===== config.mk =====
export PLATFORM = sky130hd
export DESIGN_NAME = adcss_top
export DESIGN_NICKNAME = d
export VERILOG_FILES = /design/src/core/adcss_pkg.sv /design/src/core/adcss_top.sv
export SDC_FILE = /design/constraint.sdc
export NUM_CORES = 1
export LEC_CHECK = 0
export BUFFER_PORTS_ARGS = -buffer_cell sky130_fd_sc_hd__buf_2
export CORE_ASPECT_RATIO = 1.75
export CORE_MARGIN = 1.5
export CORE_UTILIZATION = 40
export CTS_BUF_LIST = sky130_fd_sc_hd__clkbuf_4
export DETAILED_ROUTE_END_ITERATION = 12
export MAX_ROUTING_LAYER = met4
export SYNTH_ARGS = -nofsm -noshare
export SYNTH_HDL_FRONTEND = slang
export SYNTH_SLANG_ARGS = --single-unit

===== constraint.sdc =====
create_clock -name pclk -period 1.76 [get_ports pclk]
set_input_delay 0.352 -clock pclk [delete_from_list [all_inputs] [get_ports pclk]]
set_output_delay 0.352 -clock pclk [all_outputs]
set_load 0.05 [all_outputs]

===== src/core/adcss_pkg.sv =====
// Purpose: Shared constants and types for the converter sweep sequencer
// Assumes: APB slave with 32-bit data, byte addresses on an 8-bit bus
// Notes:   Group codes and field positions are shared with the bench
package adcss_pkg;

  // Register byte addresses
  localparam logic [7:0] ADCSS_OFF_CTRL0     = 8'h00;
  localparam logic [7:0] ADCSS_OFF_CTRL1     = 8'h04;
  localparam logic [7:0] ADCSS_OFF_CTRL2     = 8'h08;
  localparam logic [7:0] ADCSS_OFF_TRGCON    = 8'h0c;
  localparam logic [7:0] ADCSS_OFF_INT_STAT  = 8'h10;
  localparam logic [7:0] ADCSS_OFF_INT_CLR   = 8'h14;
  localparam logic [7:0] ADCSS_OFF_INT_EN    = 8'h18;
  localparam logic [7:0] ADCSS_OFF_RESULT    = 8'h20;
  localparam logic [7:0] ADCSS_OFF_RESULT_HI = 8'h3c;

  // converter_control_0 fields
  localparam int ADCSS_C0_MODE  = 0;
  localparam int ADCSS_C0_TRG   = 1;
  localparam int ADCSS_C0_START = 2;
  // converter_control_1 fields (scan_width_lo/hi)
  localparam int ADCSS_C1_SCAN  = 0;
  // converter_control_2 fields
  localparam int ADCSS_C2_SMP   = 0;
  localparam int ADCSS_C2_GROUP = 1;
  // Trigger control fields
  localparam int ADCSS_TC_SRC   = 0;
  localparam int ADCSS_TC_TMR   = 1;

  // Mode bit values
  localparam logic ADCSS_MODE_REPEAT1 = 1'b0;
  localparam logic ADCSS_MODE_SIMUL   = 1'b1;

  // Input group codes; 2'b01 must not be programmed
  localparam logic [1:0] ADCSS_GRP_FIRST  = 2'h0;
  localparam logic [1:0] ADCSS_GRP_ILLEGAL = 2'h1;
  localparam logic [1:0] ADCSS_GRP_SECOND = 2'h2;
  localparam logic [1:0] ADCSS_GRP_THIRD  = 2'h3;

  // Reset values and highest channel number
  localparam logic [1:0] ADCSS_RST_GROUP = 2'h0;
  localparam logic [2:0] ADCSS_RST_SYNC  = 3'h7;
  localparam logic [2:0] ADCSS_NUM_CHAN  = 3'h7;

  typedef enum logic [1:0] {
    ADCSS_IDLE,
    ADCSS_ARMED,
    ADCSS_ISSUE,
    ADCSS_WAIT
  } adcss_seq_e;

  typedef struct packed {
    logic        psel;
    logic        penable;
    logic        pwrite;
    logic [7:0]  paddr;
    logic [31:0] pwdata;
  } adcss_apb_s;

  typedef struct packed {
    logic       start;
    logic [2:0] channel;
    logic [1:0] group;
    logic       sample_hold;
    logic       simul;
  } adcss_conv_s;

endpackage


===== src/core/adcss_top.sv =====
// Purpose: Sequencer for repeat sweep mode 1 and simultaneous sample sweep
// Assumes: Conversion core answers each start with one conv_done pulse
// Notes:   All APB answers take no wait state; results are 10 bits
`timescale 1ns/1ns
`default_nettype none

// How it works
// - sample_hold_select picks conversion method
// - Input group field selects port group
// - Repeat mode 1 converts until stopped
// - Repeat mode 1 interleaves input 0
// - Software trigger starts on flag write
// - External falling edge starts after flag set
// - Writing flag 0 halts conversion
// - Repeat mode 1 never interrupts
// - Repeat mode 1 sweeps one to four inputs
// - Result stored per converted input
// - Simultaneous mode samples inputs 0,1 together
// - Further bits choose hardware source
// - Timer underflows start after flag set
// - Simultaneous sweep ends, interrupts; software trigger clears flag, hardware trigger rearms
// - Simultaneous mode sweeps 2 to 8
// - Timer B0 underflow usable as trigger
// - Trigger decode table for simultaneous mode
module adcss_top (
  input  wire logic                pclk,
  input  wire logic                presetn,
  input  wire adcss_pkg::adcss_apb_s apb,
  output logic [31:0]              prdata,
  output logic                     pready,
  output logic                     pslverr,
  input  wire logic                ext_trigger_pin_n,
  input  wire logic                tb0_underflow,
  input  wire logic                tb2_underflow,
  input  wire logic                conv_done,
  input  wire logic [9:0]          conv_result,
  output adcss_pkg::adcss_conv_s   conv,
  output logic                     irq
);
  import adcss_pkg::*;

  typedef struct packed {
    logic             mode;
    logic             trig_sel;
    logic             start_flag;
    logic [1:0]       scan;
    logic             sample_hold_select;
    logic [1:0]       group;
    logic             trg_src;
    logic             tmr_trg;
    logic             int_status;
    logic             int_enable;
    logic [7:0][9:0]  result;
    adcss_seq_e       seq;
    logic [2:0]       chan;
    logic [2:0]       other;
    logic             odd;
    logic [2:0]       ext_sync;
    logic             pready;
    logic             pslverr;
    logic [31:0]      prdata;
    logic             conv_start;
    logic             conv_simul;
    logic             irq;
  } adcss_state_s;

  adcss_state_s st;
  adcss_state_s next_st;

  ////////////////////////////////////////////////////////////////////////////
  // Helpers

  function automatic logic addr_mapped(input logic [7:0] a);
    addr_mapped = (a[1:0] == 2'h0) &&
                  ((a <= ADCSS_OFF_INT_EN) ||
                   (a >= ADCSS_OFF_RESULT && a <= ADCSS_OFF_RESULT_HI));
  endfunction

  // Last channel of a sweep: repeat mode 1 uses 0..scan, simultaneous 0..2scan+1
  function automatic logic [2:0] last_chan(input logic mode, input logic [1:0] scan);
    if (mode == ADCSS_MODE_SIMUL) begin
      last_chan = {scan, 1'b1};
    end else begin
      last_chan = {1'b0, scan};
    end
  endfunction

  function automatic logic [31:0] reg_read(input adcss_state_s s, input logic [7:0] a);
    reg_read = 32'h0;
    // Unmapped or misaligned words read zero, even inside the result window
    if (!addr_mapped(a)) begin
      reg_read = 32'h0;
    end else if (a >= ADCSS_OFF_RESULT) begin
      reg_read = {22'h0, s.result[a[4:2]]};
    end else begin
      unique case (a)
        ADCSS_OFF_CTRL0: begin
          reg_read[ADCSS_C0_MODE]  = s.mode;
          reg_read[ADCSS_C0_TRG]   = s.trig_sel;
          reg_read[ADCSS_C0_START] = s.start_flag;
        end
        ADCSS_OFF_CTRL1:    reg_read[ADCSS_C1_SCAN +: 2] = s.scan;
        ADCSS_OFF_CTRL2: begin
          reg_read[ADCSS_C2_SMP]       = s.sample_hold_select;
          reg_read[ADCSS_C2_GROUP +: 2] = s.group;
        end
        ADCSS_OFF_TRGCON: begin
          reg_read[ADCSS_TC_SRC] = s.trg_src;
          reg_read[ADCSS_TC_TMR] = s.tmr_trg;
        end
        ADCSS_OFF_INT_STAT: reg_read[0] = s.int_status;
        ADCSS_OFF_INT_EN:   reg_read[0] = s.int_enable;
        default:            reg_read = 32'h0;
      endcase
    end
  endfunction

  ////////////////////////////////////////////////////////////////////////////
  // Next state

  logic ext_fall;
  logic hw_hit;
  logic done_evt;
  logic setup;
  logic wr;

  // Stage 0 of ext_sync feeds only stage 1; edge looks at stages 1 and 2
  assign ext_fall = st.ext_sync[2] & ~st.ext_sync[1];
  assign setup    = apb.psel & ~apb.penable;
  assign wr       = apb.psel & apb.penable & st.pready & apb.pwrite & addr_mapped(apb.paddr);

  always_comb begin
    next_st            = st;
    next_st.pready     = 1'b0;
    next_st.pslverr    = 1'b0;
    next_st.conv_start = 1'b0;
    next_st.ext_sync   = {st.ext_sync[1:0], ext_trigger_pin_n};
    done_evt           = 1'b0;

    // Hardware trigger decode
    if (st.mode == ADCSS_MODE_REPEAT1) begin
      hw_hit = ext_fall;
    end else if (st.tmr_trg) begin
      hw_hit = tb0_underflow;
    end else if (st.trg_src) begin
      hw_hit = tb2_underflow;
    end else begin
      hw_hit = ext_fall;
    end

    unique case (st.seq)
      ADCSS_IDLE: begin
      end
      // Only reached with the flag set, so early edges are dropped
      ADCSS_ARMED: begin
        if (hw_hit) begin
          next_st.seq = ADCSS_ISSUE;
        end
      end
      ADCSS_ISSUE: begin
        next_st.conv_start = 1'b1;
        next_st.conv_simul = (st.mode == ADCSS_MODE_SIMUL) && (st.chan == 3'h0);
        next_st.seq        = ADCSS_WAIT;
      end
      ADCSS_WAIT: begin
        if (conv_done) begin
          next_st.result[st.chan] = conv_result;
          if (st.mode == ADCSS_MODE_REPEAT1) begin
            next_st.seq = ADCSS_ISSUE;
            if (st.odd) begin
              next_st.odd  = 1'b0;
              next_st.chan = 3'h0;
              if (st.other >= last_chan(st.mode, st.scan)) begin
                next_st.other = 3'h1;
              end else begin
                next_st.other = st.other + 3'h1;
              end
            end else if (st.scan != 2'h0) begin
              next_st.odd  = 1'b1;
              next_st.chan = st.other;
            end
          end else if (st.chan == last_chan(st.mode, st.scan)) begin
            done_evt     = 1'b1;
            next_st.chan = 3'h0;
            if (st.trig_sel) begin
              next_st.seq = ADCSS_ARMED;
            end else begin
              next_st.seq        = ADCSS_IDLE;
              next_st.start_flag = 1'b0;
            end
          end else begin
            next_st.chan = st.chan + 3'h1;
            next_st.seq  = ADCSS_ISSUE;
          end
        end
      end
    endcase

    // Register bus: no wait state, data latched in setup
    if (setup) begin
      next_st.pready  = 1'b1;
      next_st.prdata  = reg_read(st, apb.paddr);
      next_st.pslverr = ~addr_mapped(apb.paddr);
    end

    // Software writes come after the sequencer so a halt always wins
    if (wr) begin
      unique case (apb.paddr)
        ADCSS_OFF_CTRL0: begin
          next_st.mode       = apb.pwdata[ADCSS_C0_MODE];
          next_st.trig_sel   = apb.pwdata[ADCSS_C0_TRG];
          next_st.start_flag = apb.pwdata[ADCSS_C0_START];
          if (!apb.pwdata[ADCSS_C0_START]) begin
            next_st.seq = ADCSS_IDLE;
          end else if (!st.start_flag) begin
            next_st.chan  = 3'h0;
            next_st.other = 3'h1;
            next_st.odd   = 1'b0;
            if (apb.pwdata[ADCSS_C0_TRG]) begin
              next_st.seq = ADCSS_ARMED;
            end else begin
              next_st.seq = ADCSS_ISSUE;
            end
          end
        end
        ADCSS_OFF_CTRL1:  next_st.scan = apb.pwdata[ADCSS_C1_SCAN +: 2];
        ADCSS_OFF_CTRL2: begin
          next_st.sample_hold_select   = apb.pwdata[ADCSS_C2_SMP];
          next_st.group = apb.pwdata[ADCSS_C2_GROUP +: 2];
        end
        ADCSS_OFF_TRGCON: begin
          next_st.trg_src = apb.pwdata[ADCSS_TC_SRC];
          next_st.tmr_trg = apb.pwdata[ADCSS_TC_TMR];
        end
        ADCSS_OFF_INT_CLR: begin
          if (apb.pwdata[0]) begin
            next_st.int_status = 1'b0;
          end
        end
        ADCSS_OFF_INT_EN: next_st.int_enable = apb.pwdata[0];
        default: begin
        end
      endcase
    end

    // A completion in the clearing cycle still sets the bit
    if (done_evt) begin
      next_st.int_status = 1'b1;
    end
    next_st.irq = next_st.int_status & next_st.int_enable;
  end

  ////////////////////////////////////////////////////////////////////////////
  // State register

  always_ff @(posedge pclk or negedge presetn) begin
    if (!presetn) begin
      st          <= '0;
      st.group    <= ADCSS_RST_GROUP;
      st.seq      <= ADCSS_IDLE;
      st.other    <= 3'h1;
      st.ext_sync <= ADCSS_RST_SYNC;
    end else begin
      st <= next_st;
    end
  end

  assign prdata           = st.prdata;
  assign pready           = st.pready;
  assign pslverr          = st.pslverr;
  assign irq              = st.irq;
  assign conv.start       = st.conv_start;
  assign conv.channel     = st.chan;
  assign conv.group       = st.group;
  assign conv.sample_hold = st.sample_hold_select;
  assign conv.simul       = st.conv_simul;

  logic wr_ctrl0;
  assign wr_ctrl0 = wr && (apb.paddr == ADCSS_OFF_CTRL0);
endmodule
`default_nettype wire


==> impl_metrics.yaml <==
power_and_ir_drop:
  max-vdd-ir-drop_uv: 307.2
  p_per_area_mw_per_mm2: 830.0
  power_leakage_nw: 3.369
layout:
  drive_above_1_share: 0.5255
  final_area_sq_mm: 0.007000
  area_growth_syn_to_layout_pct: 20.97
  fin_nets: 601
clock_tree:
  clk_pin_slew_worst_paths_ps: 110
  numCtsBuffers: 17
  htreeDepth: 4
  cts_root_buf: "clkbuf_4"
  clockBufferDepth: 2
  clock_latency_ps: 510
  cts_tree: "built"
  cts_sinks: 119
floorplanning:
  core-area_sq_mm: 0.01422
  dieArea_sq_mm: 0.01523
  die_w_um: 93.92
  row_count: 58
  start_util: 0.4068
  num_io_pins: 102
  chipHeight_um: 162.1
timing:
  tns_ps: 0
  hold_viol_final: 0
  hold_slack_ps: 118.9
  final-setup-viol-count: 0
  rsz0062_at_grt: "yes"
  slew_headroom: 0.6461
  fin_crit_ps: 1736
  tightestPinTransition_ps: 530.9
  fmax_mhz: 576.1
  slew_viol_final: 0
  post-route-period-util: 0.9862
  clock-skew-final_ps: 25.25
synthesis:
  synth_top_family_by_area: "multiplexers"
  synth-compound-area-share: 0.04389
  synth_warnings: 0
  synthTopCellsByArea: "dfrtp_1 50%, mux2_2 17%, mux4_2 8.6%, buf_4 5.2%, mux2i_1 2.1%"
  synthCells: 434
  ys.flop_type: "dfrtp_1"
  async_reset_ff_frac: 1.000
  synthAdderAreaFrac: 0.01081
  syn_avg_cell_area_sq_um: 13.33
  synth_top_cell_by_area: "dfrtp_1"
  synth-edff-count: 0
  synth.area.mux_share: 0.2796
  ys_ff_latch: 119
  ys_seq_area_frac: 0.5155
  synth-xor-area-share: 0.004541
  synth_cell_types: 50
  syn_area_sq_mm: 0.005787
  yosys.area_share.simple: 0.07632
  synth.top_cell.area_share: 0.4973
global_route:
  grt_max_degree: 37
  grt_overflow_total: 0
  grt_pass1_vias: 4286
  grt_pass1_wl_um: 22670
  antenna_found_initial: 1
  grt.total_usage: 0.2043
worst_setup_path:
  setup.worst_path.start: "apb[38]"
  path_max_fanout: 6
  reg2reg_from: "st[41]"
  worstSetupEndpointType: "flip-flop"
  crit_type: "input port to flip-flop"
  crit_required_ps: 2150
  cp.arrival_ps: 2120
  cp-start-kind: "input port"
worst_hold_path:
  hold_start: "apb[2]"
  worst_hold_path_type: "input port to flip-flop"
place:
  gp_congestion: 0.8453
  place_hpwl_um: 10080
  port_buffers: 50
  dpl_cell_area_sq_mm: 0.006551
route:
  vias: 3877
  postRouteAntennaNets: 0
  drc: 0
  firstDrtPassIters: 5
  drt-wirelength-per-cell_um: 19.01
  viasPerCell: 5.304
  routed_wl_um: 13900
  drtIter0Drc: 111
outcome:
  outcome: "completed"
job:
  cap_violations: 0
## final cells by class
cell class              count  area [sq um]
clock buffers              19         142.6
inverters                   7         26.28
diodes                      1         2.502
multi-input cells         274          2569
repair buffers            118         892.1
fillers                  1289          7223
clock inverters            13         155.1
well taps                 180         225.2
flip-flops and latches    119          2988
## final timing paths
path	cells past startpoint	slack [ps]	end
worst max-delay path	6	20	st[48]
min in group asynchronous	2	350	prdata[8]
worst min register to register	0	370	next_st[39]
worst min-delay path	3	120	st[138]
worst max register to register	7	50	st[43]
max in group asynchronous	3	780	st[137]
## cell families (layout without fill, tap and decap cells)
group / Yosys count / after routing
buffers and inverters: 62 / 157
other: 1 / 23
and+or+nand+nor: 81 / 81
AOI/OAI and AO/OA: 40 / 40
DFF: 119 / 119
muxes: 123 / 123
adders and majority gates: 5 / 5
xor gates and xnor gates: 3 / 3
## synthesized netlist by cell type (2+ instances only)
cell and instances:
nand2b_1 5, o211ai_1 2, nand3_1 4, nand4_1 4, a21oi_1 7, nor3_2 3, buf_1 4, a31oi_1 2
or2_2 2, nand3b_1 3, mux4_2 22, nor2_1 13, buf_4 40, nor2b_1 3, nand2_1 24, a22oi_1 4
clkbuf_1 9, xnor2_1 2, ha_1 5, or4_4 2, dfstp_2 4, nor4_1 2, or3_1 3, o21ai_0 14
mux2i_1 12, inv_1 7, mux2_2 89, dfrtp_1 115, nor3_1 6, buf_6 2
## cell usage in the layout, fill, tap and decap left out, types with 4 or more instances in the layout
| master | n |
|---|---|
| dfstp_2 | 4 |
| buf_2 | 46 |
| nand2_1 | 24 |
| nor2_1 | 9 |
| nand4_1 | 4 |
| clkbuf_4 | 22 |
| nor3_1 | 6 |
| mux2_2 | 89 |
| nand2b_1 | 4 |
| mux4_2 | 22 |
| a21oi_1 | 7 |
| mux2i_1 | 12 |
| buf_12 | 9 |
| conb_1 | 22 |
| nand3_1 | 4 |
| ha_1 | 4 |
| o21ai_0 | 14 |
| inv_1 | 6 |
| dfrtp_2 | 4 |
| buf_4 | 57 |
| dfrtp_1 | 111 |
## power by group
group          leakage (nW)  total (mW)  switching [mW]  internal, mW
registers              1.61        2.96          0.0771          2.88
logic                  1.60       0.780           0.443         0.337
clock network         0.162        2.07            1.05          1.01
## per-stage QoR
step / worst slack [ps] / power [mW] / utilization / cells
finish: 24.24 / 5.811 / 0.4922 / 731
global route: -39.76 / 6.097 / 0.4922 / 731
CTS: 1.751 / 5.875 / 0.4861 / 726
detailed placement: -604.7 / 3.783 / 0.4606 / 691
global placement: -575.1 / 3.752 / 0.4606 / 691
floorplan: -398.6 / 3.518 / - / 455
## layer usage
layer / GRT usage / wire length (um) / up-vias
met5: - / 0 / -
met4: 0.09430 / 403 / 0
li1: - / - / 1725
met3: 0.04120 / 526 / 25
met1: 0.2127 / 5182 / 2017
met2: 0.3633 / 7783 / 110
## registers in the layout, indices dropped and copies added, names as in the netlist
register  count
pready        1
st           96
pslverr       1
prdata       10
conv          8
next_st       2
irq           1
## critical path: stages
cell and delay (ps):
buf_2 110, or4_4 530, or4_4 440, or3_4 400, o221ai_2 200, o31ai_1 100
## what timing repair did
| item | in CTS | in global routing |
|---|---|---|
| setup endpoints to repair | 12 | 62 |
| setup buffers | 1 | 4 |
| hold buffers | 2 | 0 |
| gates resized for setup | 9 | 13 |
| pin swaps | 1 | 6 |
| hold endpoints to repair | 29 | 0 |
No activity file was read; power rests on OpenSTA's default activity.
